File: src/common/fcc_pkg.sv
// shared constants and types for the flash command control block
package fcc_pkg;
  // control/status register bit positions
  localparam int BIT_IRQ_EN = 7;
  localparam int BIT_DONE = 6;
  localparam int BIT_PE_EN = 5;
  localparam int BIT_READY = 4;
  localparam int BIT_RSV_HI = 3;
  localparam int BIT_PWR_HI = 2;
  localparam int BIT_RSV_LO = 1;
  localparam int BIT_PWR_LO = 0;
  localparam logic [7:0] CSR_RESET = 8'h10;
  localparam logic [7:0] CSR_WMASK = 8'hA5;

  // register port address map (only the full address 0x000000 selects the register)
  localparam logic [23:0] ADDR_CSR = 24'h000000;
  localparam logic [7:0] BANK_HI = 8'hFF;
  localparam logic [7:0] BANK_LO = 8'hFE;
  localparam logic [15:0] OFS_UNLOCK1 = 16'hAAAA;
  localparam logic [15:0] OFS_UNLOCK2 = 16'h5554;

  // command codes in the low byte
  localparam logic [7:0] CMD_UNLOCK1 = 8'hAA;
  localparam logic [7:0] CMD_UNLOCK2 = 8'h55;
  localparam logic [7:0] CMD_RESET = 8'hF0;
  localparam logic [7:0] CMD_PROGRAM = 8'hA0;
  localparam logic [7:0] CMD_ERASE = 8'h80;
  localparam logic [7:0] CMD_CHIP = 8'h10;
  localparam logic [7:0] CMD_SECTOR = 8'h30;
  localparam logic [7:0] CMD_SUSPEND = 8'hB0;

  // timing
  localparam int CLK_MHZ = 100;
  localparam int SECTOR_WAIT_US = 50;
  localparam int SECTOR_WAIT_CYC = SECTOR_WAIT_US * CLK_MHZ;

  typedef enum logic [3:0] {
    SEQ_IDLE = 4'h0,
    SEQ_U1 = 4'h1,
    SEQ_U2 = 4'h2,
    SEQ_PROG = 4'h3,
    SEQ_E3 = 4'h4,
    SEQ_E4 = 4'h5,
    SEQ_E5 = 4'h6
  } fcc_seq_type;

  typedef enum logic [2:0] {
    OP_IDLE = 3'h0,
    OP_PROG = 3'h1,
    OP_CHIP = 3'h2,
    OP_SWAIT = 3'h3,
    OP_SERASE = 3'h4,
    OP_SUSP = 3'h5
  } fcc_op_type;

  // one decoded command write
  typedef struct packed {
    logic valid;
    logic [7:0] bank;
    logic [15:0] ofs;
    logic [7:0] code;
    logic [15:0] word;
  } fcc_cmd_type;

  // request to the flash array
  typedef struct packed {
    logic prog;
    logic chip_erase;
    logic sector_add;
    logic erase_start;
    logic suspend;
    logic resume;
    logic [23:0] addr;
    logic [15:0] word;
  } fcc_strobe_type;
endpackage

File: src/rtl/fcc_cmd_decoder.sv
// command sequence decoder for flash command writes
`timescale 1ns/1ps
module fcc_cmd_decoder
  import fcc_pkg::*;
(
  input wire logic clk,
  input wire logic rst,
  input wire fcc_cmd_type cmd,
  input wire logic abort,
  output fcc_seq_type seq,
  output logic is_reset,
  output logic got_prog,
  output logic got_chip,
  output logic got_sector,
  output logic got_suspend,
  output logic got_resume
);
  fcc_seq_type seq_reg, seq_next;
  logic on_u1, on_u2, bank_ok;

  assign seq = seq_reg;

  always_comb begin
    // only the offset inside either bank is compared
    bank_ok = (cmd.bank == BANK_HI) || (cmd.bank == BANK_LO);
    on_u1 = bank_ok && (cmd.ofs == OFS_UNLOCK1);
    on_u2 = bank_ok && (cmd.ofs == OFS_UNLOCK2);
    seq_next = seq_reg;
    is_reset = 1'b0;
    got_prog = 1'b0;
    got_chip = 1'b0;
    got_sector = 1'b0;
    got_suspend = 1'b0;
    got_resume = 1'b0;
    if (abort) begin
      seq_next = SEQ_IDLE;
    end else if (cmd.valid && bank_ok) begin
      seq_next = SEQ_IDLE;
      case (seq_reg)
        SEQ_IDLE: begin
          if (cmd.code == CMD_RESET) begin
            is_reset = 1'b1;
          end else if (cmd.code == CMD_SUSPEND) begin
            got_suspend = 1'b1;
          end else if (cmd.code == CMD_SECTOR) begin
            got_resume = 1'b1;
            got_sector = 1'b1;
          end else if (on_u1 && cmd.code == CMD_UNLOCK1) begin
            seq_next = SEQ_U1;
          end
        end
        SEQ_U1: begin
          if (on_u2 && cmd.code == CMD_UNLOCK2) begin
            seq_next = SEQ_U2;
          end
        end
        SEQ_U2: begin
          if (on_u1 && cmd.code == CMD_RESET) begin
            is_reset = 1'b1;
          end else if (on_u1 && cmd.code == CMD_PROGRAM) begin
            seq_next = SEQ_PROG;
          end else if (on_u1 && cmd.code == CMD_ERASE) begin
            seq_next = SEQ_E3;
          end
        end
        SEQ_PROG: begin
          got_prog = 1'b1;
        end
        SEQ_E3: begin
          if (on_u1 && cmd.code == CMD_UNLOCK1) begin
            seq_next = SEQ_E4;
          end
        end
        SEQ_E4: begin
          if (on_u2 && cmd.code == CMD_UNLOCK2) begin
            seq_next = SEQ_E5;
          end
        end
        SEQ_E5: begin
          if (on_u1 && cmd.code == CMD_CHIP) begin
            got_chip = 1'b1;
          end else if (cmd.code == CMD_SECTOR) begin
            got_sector = 1'b1;
          end
        end
        default: seq_next = SEQ_IDLE;
      endcase
    end
  end

  always_ff @(posedge clk or posedge rst) begin
    if (rst) begin
      seq_reg <= SEQ_IDLE;
    end else begin
      seq_reg <= seq_next;
    end
  end
endmodule

File: src/rtl/fcc_flash_control.sv
// flash command control: control/status register and operation sequencer
//
// Functional notes
// - completion irq only while irq enable and done flag are both one.
// - done flag sets when program, erase or algorithm finishes.
// - writing zero clears done flag; writing one changes nothing.
// - read-modify-write reads return one in the done flag position.
// - program/erase strobes only when the enable bit is one; the erase start at the end of the sector wait does not check it.
// - ready bit zero while busy, one again once operation completes.
// - reset and suspend commands still accepted while ready is zero, except while a word program runs.
// - two-bit power level field chosen by software per clock rate.
// - done flag and ready bit change in different cycles.
// - commands are word writes; only the low byte is decoded.
// - read mode on F0 write or unlock-unlock-F0 sequence.
// - word program is unlock, unlock, A0, then data word.
// - chip erase is six writes ending with 10 at AAAA.
// - sector erase ends with 30 at an address in the sector.
// - single B0 write suspends an ongoing sector erase.
// - single 30 write resumes a suspended sector erase.
// - either flash bank is accepted; only the offset is compared.
// - all other commands ignored while a word program runs.
// - 50 us wait after each sector code; new codes restart it.
// - suspend ignored in chip erase, programming or when suspended.
//
// Added by the designer: the address map and the address-and-strobe port.
`timescale 1ns/1ps
module fcc_flash_control
  import fcc_pkg::*;
#(
  parameter int WAIT_CYC = SECTOR_WAIT_CYC
)
(
  input wire logic clk,
  input wire logic rst,
  input wire logic [23:0] addr,
  input wire logic [15:0] wdata,
  input wire logic wr,
  input wire logic rd,
  input wire logic rmw,
  output logic [15:0] rdata,
  output logic irq,
  output logic [1:0] power_level,
  output fcc_strobe_type strobe,
  input wire logic array_done
);
  // the wait counter is 16 bits wide and must count at least one cycle
  if (WAIT_CYC < 1 || WAIT_CYC > 65535) begin : g_wait_check
    $error("WAIT_CYC out of range");
  end

  logic [7:0] csr_reg, csr_next;
  fcc_op_type op_reg, op_next;
  logic [15:0] wait_reg, wait_next;
  logic ready_set_reg, ready_set_next;
  logic [15:0] rdata_reg, rdata_next;
  logic irq_reg, irq_next;
  logic [1:0] pwr_reg, pwr_next;
  fcc_strobe_type stb_reg, stb_next;

  fcc_cmd_type cmd;
  fcc_seq_type seq;
  logic is_reset, got_prog, got_chip, got_sector;
  logic got_suspend, got_resume, flash_wr, csr_wr, dec_abort;
  logic busy_prog, pe_ok;

  function automatic logic is_flash(input logic [23:0] a);
    is_flash = (a[23:16] == BANK_HI) || (a[23:16] == BANK_LO);
  endfunction

  always_comb begin
    flash_wr = wr && is_flash(addr);
    csr_wr = wr && (addr == ADDR_CSR);
    busy_prog = (op_reg == OP_PROG);
    // starting strobes need the enable bit and the ready bit both set; later sector codes need only enable
    pe_ok = csr_reg[BIT_PE_EN] && csr_reg[BIT_READY];
    cmd.valid = flash_wr && !busy_prog;
    cmd.bank = addr[23:16];
    cmd.ofs = addr[15:0];
    cmd.code = wdata[7:0];
    cmd.word = wdata;
    dec_abort = busy_prog;
  end

  fcc_cmd_decoder u_dec (
    .clk(clk),
    .rst(rst),
    .cmd(cmd),
    .abort(dec_abort),
    .seq(seq),
    .is_reset(is_reset),
    .got_prog(got_prog),
    .got_chip(got_chip),
    .got_sector(got_sector),
    .got_suspend(got_suspend),
    .got_resume(got_resume)
  );

  // operation sequencer
  always_comb begin
    op_next = op_reg;
    wait_next = wait_reg;
    stb_next = '0;
    stb_next.addr = addr;
    stb_next.word = wdata;
    ready_set_next = 1'b0;
    case (op_reg)
      OP_IDLE: begin
        if (got_prog && pe_ok) begin
          stb_next.prog = 1'b1;
          op_next = OP_PROG;
        end else if (got_chip && pe_ok) begin
          stb_next.chip_erase = 1'b1;
          op_next = OP_CHIP;
        end else if (got_sector && seq == SEQ_E5 && pe_ok) begin
          stb_next.sector_add = 1'b1;
          wait_next = 16'(WAIT_CYC);
          op_next = OP_SWAIT;
        end
      end
      OP_PROG, OP_CHIP, OP_SERASE: begin
        if (array_done) begin
          op_next = OP_IDLE;
          ready_set_next = 1'b1;
        end else if (op_reg == OP_SERASE && got_suspend) begin
          stb_next.suspend = 1'b1;
          op_next = OP_SUSP;
        end
      end
      OP_SWAIT: begin
        if (got_suspend) begin
          op_next = OP_SUSP;
          stb_next.suspend = 1'b1;
        end else if (got_sector && csr_reg[BIT_PE_EN]) begin
          stb_next.sector_add = 1'b1;
          wait_next = 16'(WAIT_CYC);
        end else if (wait_reg <= 16'h0001) begin
          stb_next.erase_start = 1'b1;
          op_next = OP_SERASE;
          wait_next = 16'h0000;
        end else begin
          wait_next = wait_reg - 16'h0001;
        end
      end
      OP_SUSP: begin
        // a second suspend is simply ignored here
        if (got_resume) begin
          stb_next.resume = 1'b1;
          // a suspend taken during the wait goes back to waiting
          if (wait_reg != 16'h0000) begin
            op_next = OP_SWAIT;
          end else begin
            op_next = OP_SERASE;
          end
        end
      end
      default: op_next = OP_IDLE;
    endcase
    if (is_reset && !busy_prog) begin
      // reset leaves erase running; it only clears the sequence
      op_next = op_next;
    end
  end

  // control/status register
  always_comb begin
    csr_next = csr_reg;
    if (csr_wr) begin
      csr_next[BIT_IRQ_EN] = wdata[BIT_IRQ_EN];
      csr_next[BIT_PE_EN] = wdata[BIT_PE_EN];
      csr_next[BIT_PWR_HI] = wdata[BIT_PWR_HI];
      csr_next[BIT_PWR_LO] = wdata[BIT_PWR_LO];
      if (!wdata[BIT_DONE]) begin
        csr_next[BIT_DONE] = 1'b0;
      end
    end
    if ((stb_reg.prog || stb_reg.chip_erase || stb_reg.sector_add)) begin
      csr_next[BIT_READY] = 1'b0;
    end
    if (op_reg != OP_IDLE && array_done) begin
      csr_next[BIT_DONE] = 1'b1;
    end
    // ready follows done by one cycle so they never move together
    if (ready_set_reg) begin
      csr_next[BIT_READY] = 1'b1;
    end
    csr_next[BIT_RSV_HI] = 1'b0;
    csr_next[BIT_RSV_LO] = 1'b0;
    irq_next = csr_next[BIT_IRQ_EN] && csr_next[BIT_DONE];
    pwr_next = {csr_next[BIT_PWR_HI], csr_next[BIT_PWR_LO]};
    rdata_next = 16'h0000;
    if (rd && addr == ADDR_CSR) begin
      rdata_next = {8'h00, csr_reg};
      if (rmw) begin
        rdata_next[BIT_DONE] = 1'b1;
      end
    end
  end

  // sequencer state
  always_ff @(posedge clk or posedge rst) begin
    if (rst) begin
      op_reg <= OP_IDLE;
      wait_reg <= 16'h0000;
      ready_set_reg <= 1'b0;
      stb_reg <= '0;
    end else begin
      op_reg <= op_next;
      wait_reg <= wait_next;
      ready_set_reg <= ready_set_next;
      stb_reg <= stb_next;
    end
  end

  // register state and registered outputs
  always_ff @(posedge clk or posedge rst) begin
    if (rst) begin
      csr_reg <= CSR_RESET;
      rdata_reg <= 16'h0000;
      irq_reg <= 1'b0;
      pwr_reg <= 2'b00;
    end else begin
      csr_reg <= csr_next;
      rdata_reg <= rdata_next;
      irq_reg <= irq_next;
      pwr_reg <= pwr_next;
    end
  end

  assign rdata = rdata_reg;
  assign irq = irq_reg;
  assign power_level = pwr_reg;
  assign strobe = stb_reg;
endmodule

File: config.mk
export PLATFORM = sky130hd
export DESIGN_NAME = fcc_flash_control
export DESIGN_NICKNAME = d
export VERILOG_FILES = /design/src/common/fcc_pkg.sv /design/src/rtl/fcc_cmd_decoder.sv /design/src/rtl/fcc_flash_control.sv
export SDC_FILE = /design/constraint.sdc
export NUM_CORES = 1
export LEC_CHECK = 0
export ABC_AREA = 1
export BUFFER_PORTS_ARGS = -buffer_cell sky130_fd_sc_hd__clkbuf_2
export CORE_MARGIN = 4
export CORE_UTILIZATION = 45
export CTS_CLUSTER_DIAMETER = 80
export DETAILED_ROUTE_END_ITERATION = 12
export PLACE_DENSITY = 0.75
export SLEW_MARGIN = 40
export SYNTH_ARGS = -nofsm -noshare
export SYNTH_HDL_FRONTEND = slang
export SYNTH_HIERARCHICAL = 1
export SYNTH_SLANG_ARGS = --single-unit
File: constraint.sdc
create_clock -name clk -period 3.23 [get_ports clk]
set_input_delay 0.646 -clock clk [delete_from_list [all_inputs] [get_ports clk]]
set_output_delay 0.646 -clock clk [all_outputs]
set_load 0.1 [all_outputs]
==> metrics.md <==
| Metric | Value |
|---|---|
| Outcome | finished, final reports clean |
| Initial antenna violation count | 0 |
| Mean Syn Cell Area | ~8.2 um2 |
| CTS Hold Bufs | 0 |
| Startpoint Class | flip-flop |
| Reg2reg setup slack | roughly 0.37 ns |
| RSZ-0062 raised after global routing | no |
| Reg clk slew, reported paths | roughly 0.09 ns |
| CTS buffer count | 9 |
| Wire length per cell | 13.0 um |
| Final Non-Filler Cells | between 600 and 700 |
| Vias per cell | 4.77 |
| Final Hold Vio Count | 0 |
| Largest net degree at the start of global routing | 57 |
| GP Congestion | a little over 0.9 |
| Yosys warns | 6 |
| Diode count | 0 |
| Mapped Area | 3930 um2 |
| Setup crit end | wait_reg[8]$_DFFE_PP0P_ |
| Die width | 101 um |
| Clock sink total | ~80 |
| Placed Area | 4500 um2 |
| Max-cap viol count | 0 |
| Worst Setup SP | op_reg[1]$_DFFE_PP0P_ |
| Worst reg-to-reg path cell count | 17 |
| Vias | 3332 |
| WS Path Type | reg2reg |
| # IOs | roughly 110 |
| Peak VDD IR | about 230 uV |
| Fraction of layout cells with a size suffix above 1 | 0.250 |
| Minimum clock period | ~2.9 ns |
| Core area | between 8000 and 9000 um2 |
| Leakage Power | about 2.5 nW |
| Reg2Reg Launch Point | op_reg[1]$_DFFE_PP0P_ |
| Dpl hpwl | a little over 7000 um |
| WP data arrival | between 3 and 4 ns |
| First-pass GRT wire length | around 15000 um |
| Final-report setup violation count | 0 |
| Vias in the first global route | approximately 3300 |
| Max Slew Vio Count | 0 |
| Worst-Margin Slew | around 0.56 ns |
| Design Area, Final | 4730 um2 |
| Fmax | ~0.35 GHz |
| CP Capture Type | flip-flop |
| Drt drc | 0 |
| DR iter-0 viols | 241 |
| Nets | between 600 and 700 |
| Mapped Cells | between 400 and 500 |
| Required @ worst endpoint | 3.48 ns |
| Pre-antenna DRT Iters | 4 |
| Total GRT Usage | 0.187 |
| Area growth, synth to finish | 20.4% |
| Total Wirelength | ~9000 um |
| IO buf count | 100 |
| Clk root buf | clkbuf_8 |
| Crit Path Max Fanout | 13 |
| Fin crit share | 0.886 |
| Clock Latency Late Sink | 0.35 ns |
| Total grt overflow | 0 |
| Hold Crit Class | in2async |
| Slew headroom | 0.628 |
| Antenna Nets Post-Route | 0 |
| Max reg flops | between 40 and 50 |
| TNS Setup | 0 ns |
| Die height | just over 100 um |
| # rows | 33 |
| CTS tree | built |
| Clk_skew | 0.00942 ns |
| PD cells | 485 nW/um2 |
| Bufs on Longest Clock Path | 2 |
| Worst r2r dst | wait_reg[8]$_DFFE_PP0P_ |
| Initial Util | 0.471 |
| Die area | about 10000 um2 |
| Placed instance count | 682 |
| H-tree levels | 3 |
## cells in the final DEF, fill, tap and decap left out, types with 2 or more instances in the layout
| cell | instances |
|---|---|
| a21oi_1 | 10 |
| a21oi_2 | 2 |
| bufinv_16 | 2 |
| clkbuf_2 | 100 |
| clkbuf_8 | 10 |
| clkinv_2 | 2 |
| conb_1 | 11 |
| dfrtp_1 | 80 |
| ha_1 | 2 |
| inv_1 | 62 |
| inv_2 | 3 |
| inv_6 | 2 |
| nand2_1 | 106 |
| nand2_2 | 5 |
| nand2_4 | 2 |
| nand3_1 | 34 |
| nand3_2 | 2 |
| nand4_1 | 13 |
| nor2_1 | 89 |
| nor2_2 | 5 |
| nor2_4 | 3 |
| nor3_1 | 9 |
| nor3b_1 | 2 |
| nor4_1 | 3 |
| o211ai_1 | 2 |
| o21ai_0 | 11 |
| o21ai_1 | 2 |
| xor2_1 | 4 |
## report_power, final
part / internal [mW] / total (mW) / switching [mW]
Clock: 0.468 / 0.865 / 0.397
Sequential: 1.05 / 1.06 / 0.00733
Combinational: 0.0486 / 0.371 / 0.322
## stage by stage
step / util / setup WS, ns / total power, mW / hold slack, ns
after floorplan: - / 0.562 / 1.37 / 0.400
after global placement: 0.539 / 0.372 / 1.45 / 0.412
after detailed placement: 0.539 / 0.236 / 1.45 / 0.422
after CTS: 0.567 / 0.294 / 2.33 / 0.154
after global routing: 0.567 / 0.0591 / 2.38 / 0.162
final: 0.567 / 0.368 / 2.30 / 0.160
## worst min path at each step
stage	startpoint	end	slack [ns]
after global routing	rst	u_dec/seq[0]$_DFFE_PP0P_	0.16
after detailed placement	strobe[44]$_DFF_PP0_	csr_reg[4]$_DFFE_PP1P_	0.42
after floorplan	rst	u_dec/seq[0]$_DFFE_PP0P_	0.40
final	rst	u_dec/seq[2]$_DFFE_PP0P_	0.16
after global placement	strobe[44]$_DFF_PP0_	csr_reg[4]$_DFFE_PP1P_	0.41
after CTS	rst	u_dec/seq[2]$_DFFE_PP0P_	0.15
## cell type report
| class | instances | area [um2] |
|---|---|---|
| fillers | 782 | 3610 |
| clock buffers | 10 | 138 |
| flip-flops and latches | 82 | 2050 |
| clock inverters | 6 | 96.3 |
| well taps | 105 | 131 |
| repair buffers | 102 | 528 |
| inverters | 69 | 264 |
| multi-input cells | 324 | 1520 |
## metal layers
metal | share of wire | GRT usage | vias up
met1 | 0.47 | 0.258 | 1534
li1 | - | - | 1694
met5 | 0 | 0 | -
met4 | 0.018 | 0.0736 | 0
met3 | 0.052 | 0.0255 | 13
met2 | 0.46 | 0.299 | 91
## worst max-delay path, stage by stage (launching register included)
cell and delay [ns]:
dfrtp_2 0.48, inv_1 0.07, nand3_1 0.10, inv_1 0.08, nor3_1 0.32, nand4_1 0.22
inv_1 0.11, nand3_1 0.11, a21oi_1 0.17, nand2_1 0.09, nor2_1 0.16, nand2_1 0.10
nand2_2 0.18, nand2_4 0.11, inv_4 0.15, nand2_1 0.13, nor2_1 0.12, nor2_1 0.05
## timing repair
item,4_1_cts,5_1_grt
buffers inserted,0,0
gates resized for setup,0,1
endpoints found under the setup margin,0,4
Power figures use the tool's default switching activity.
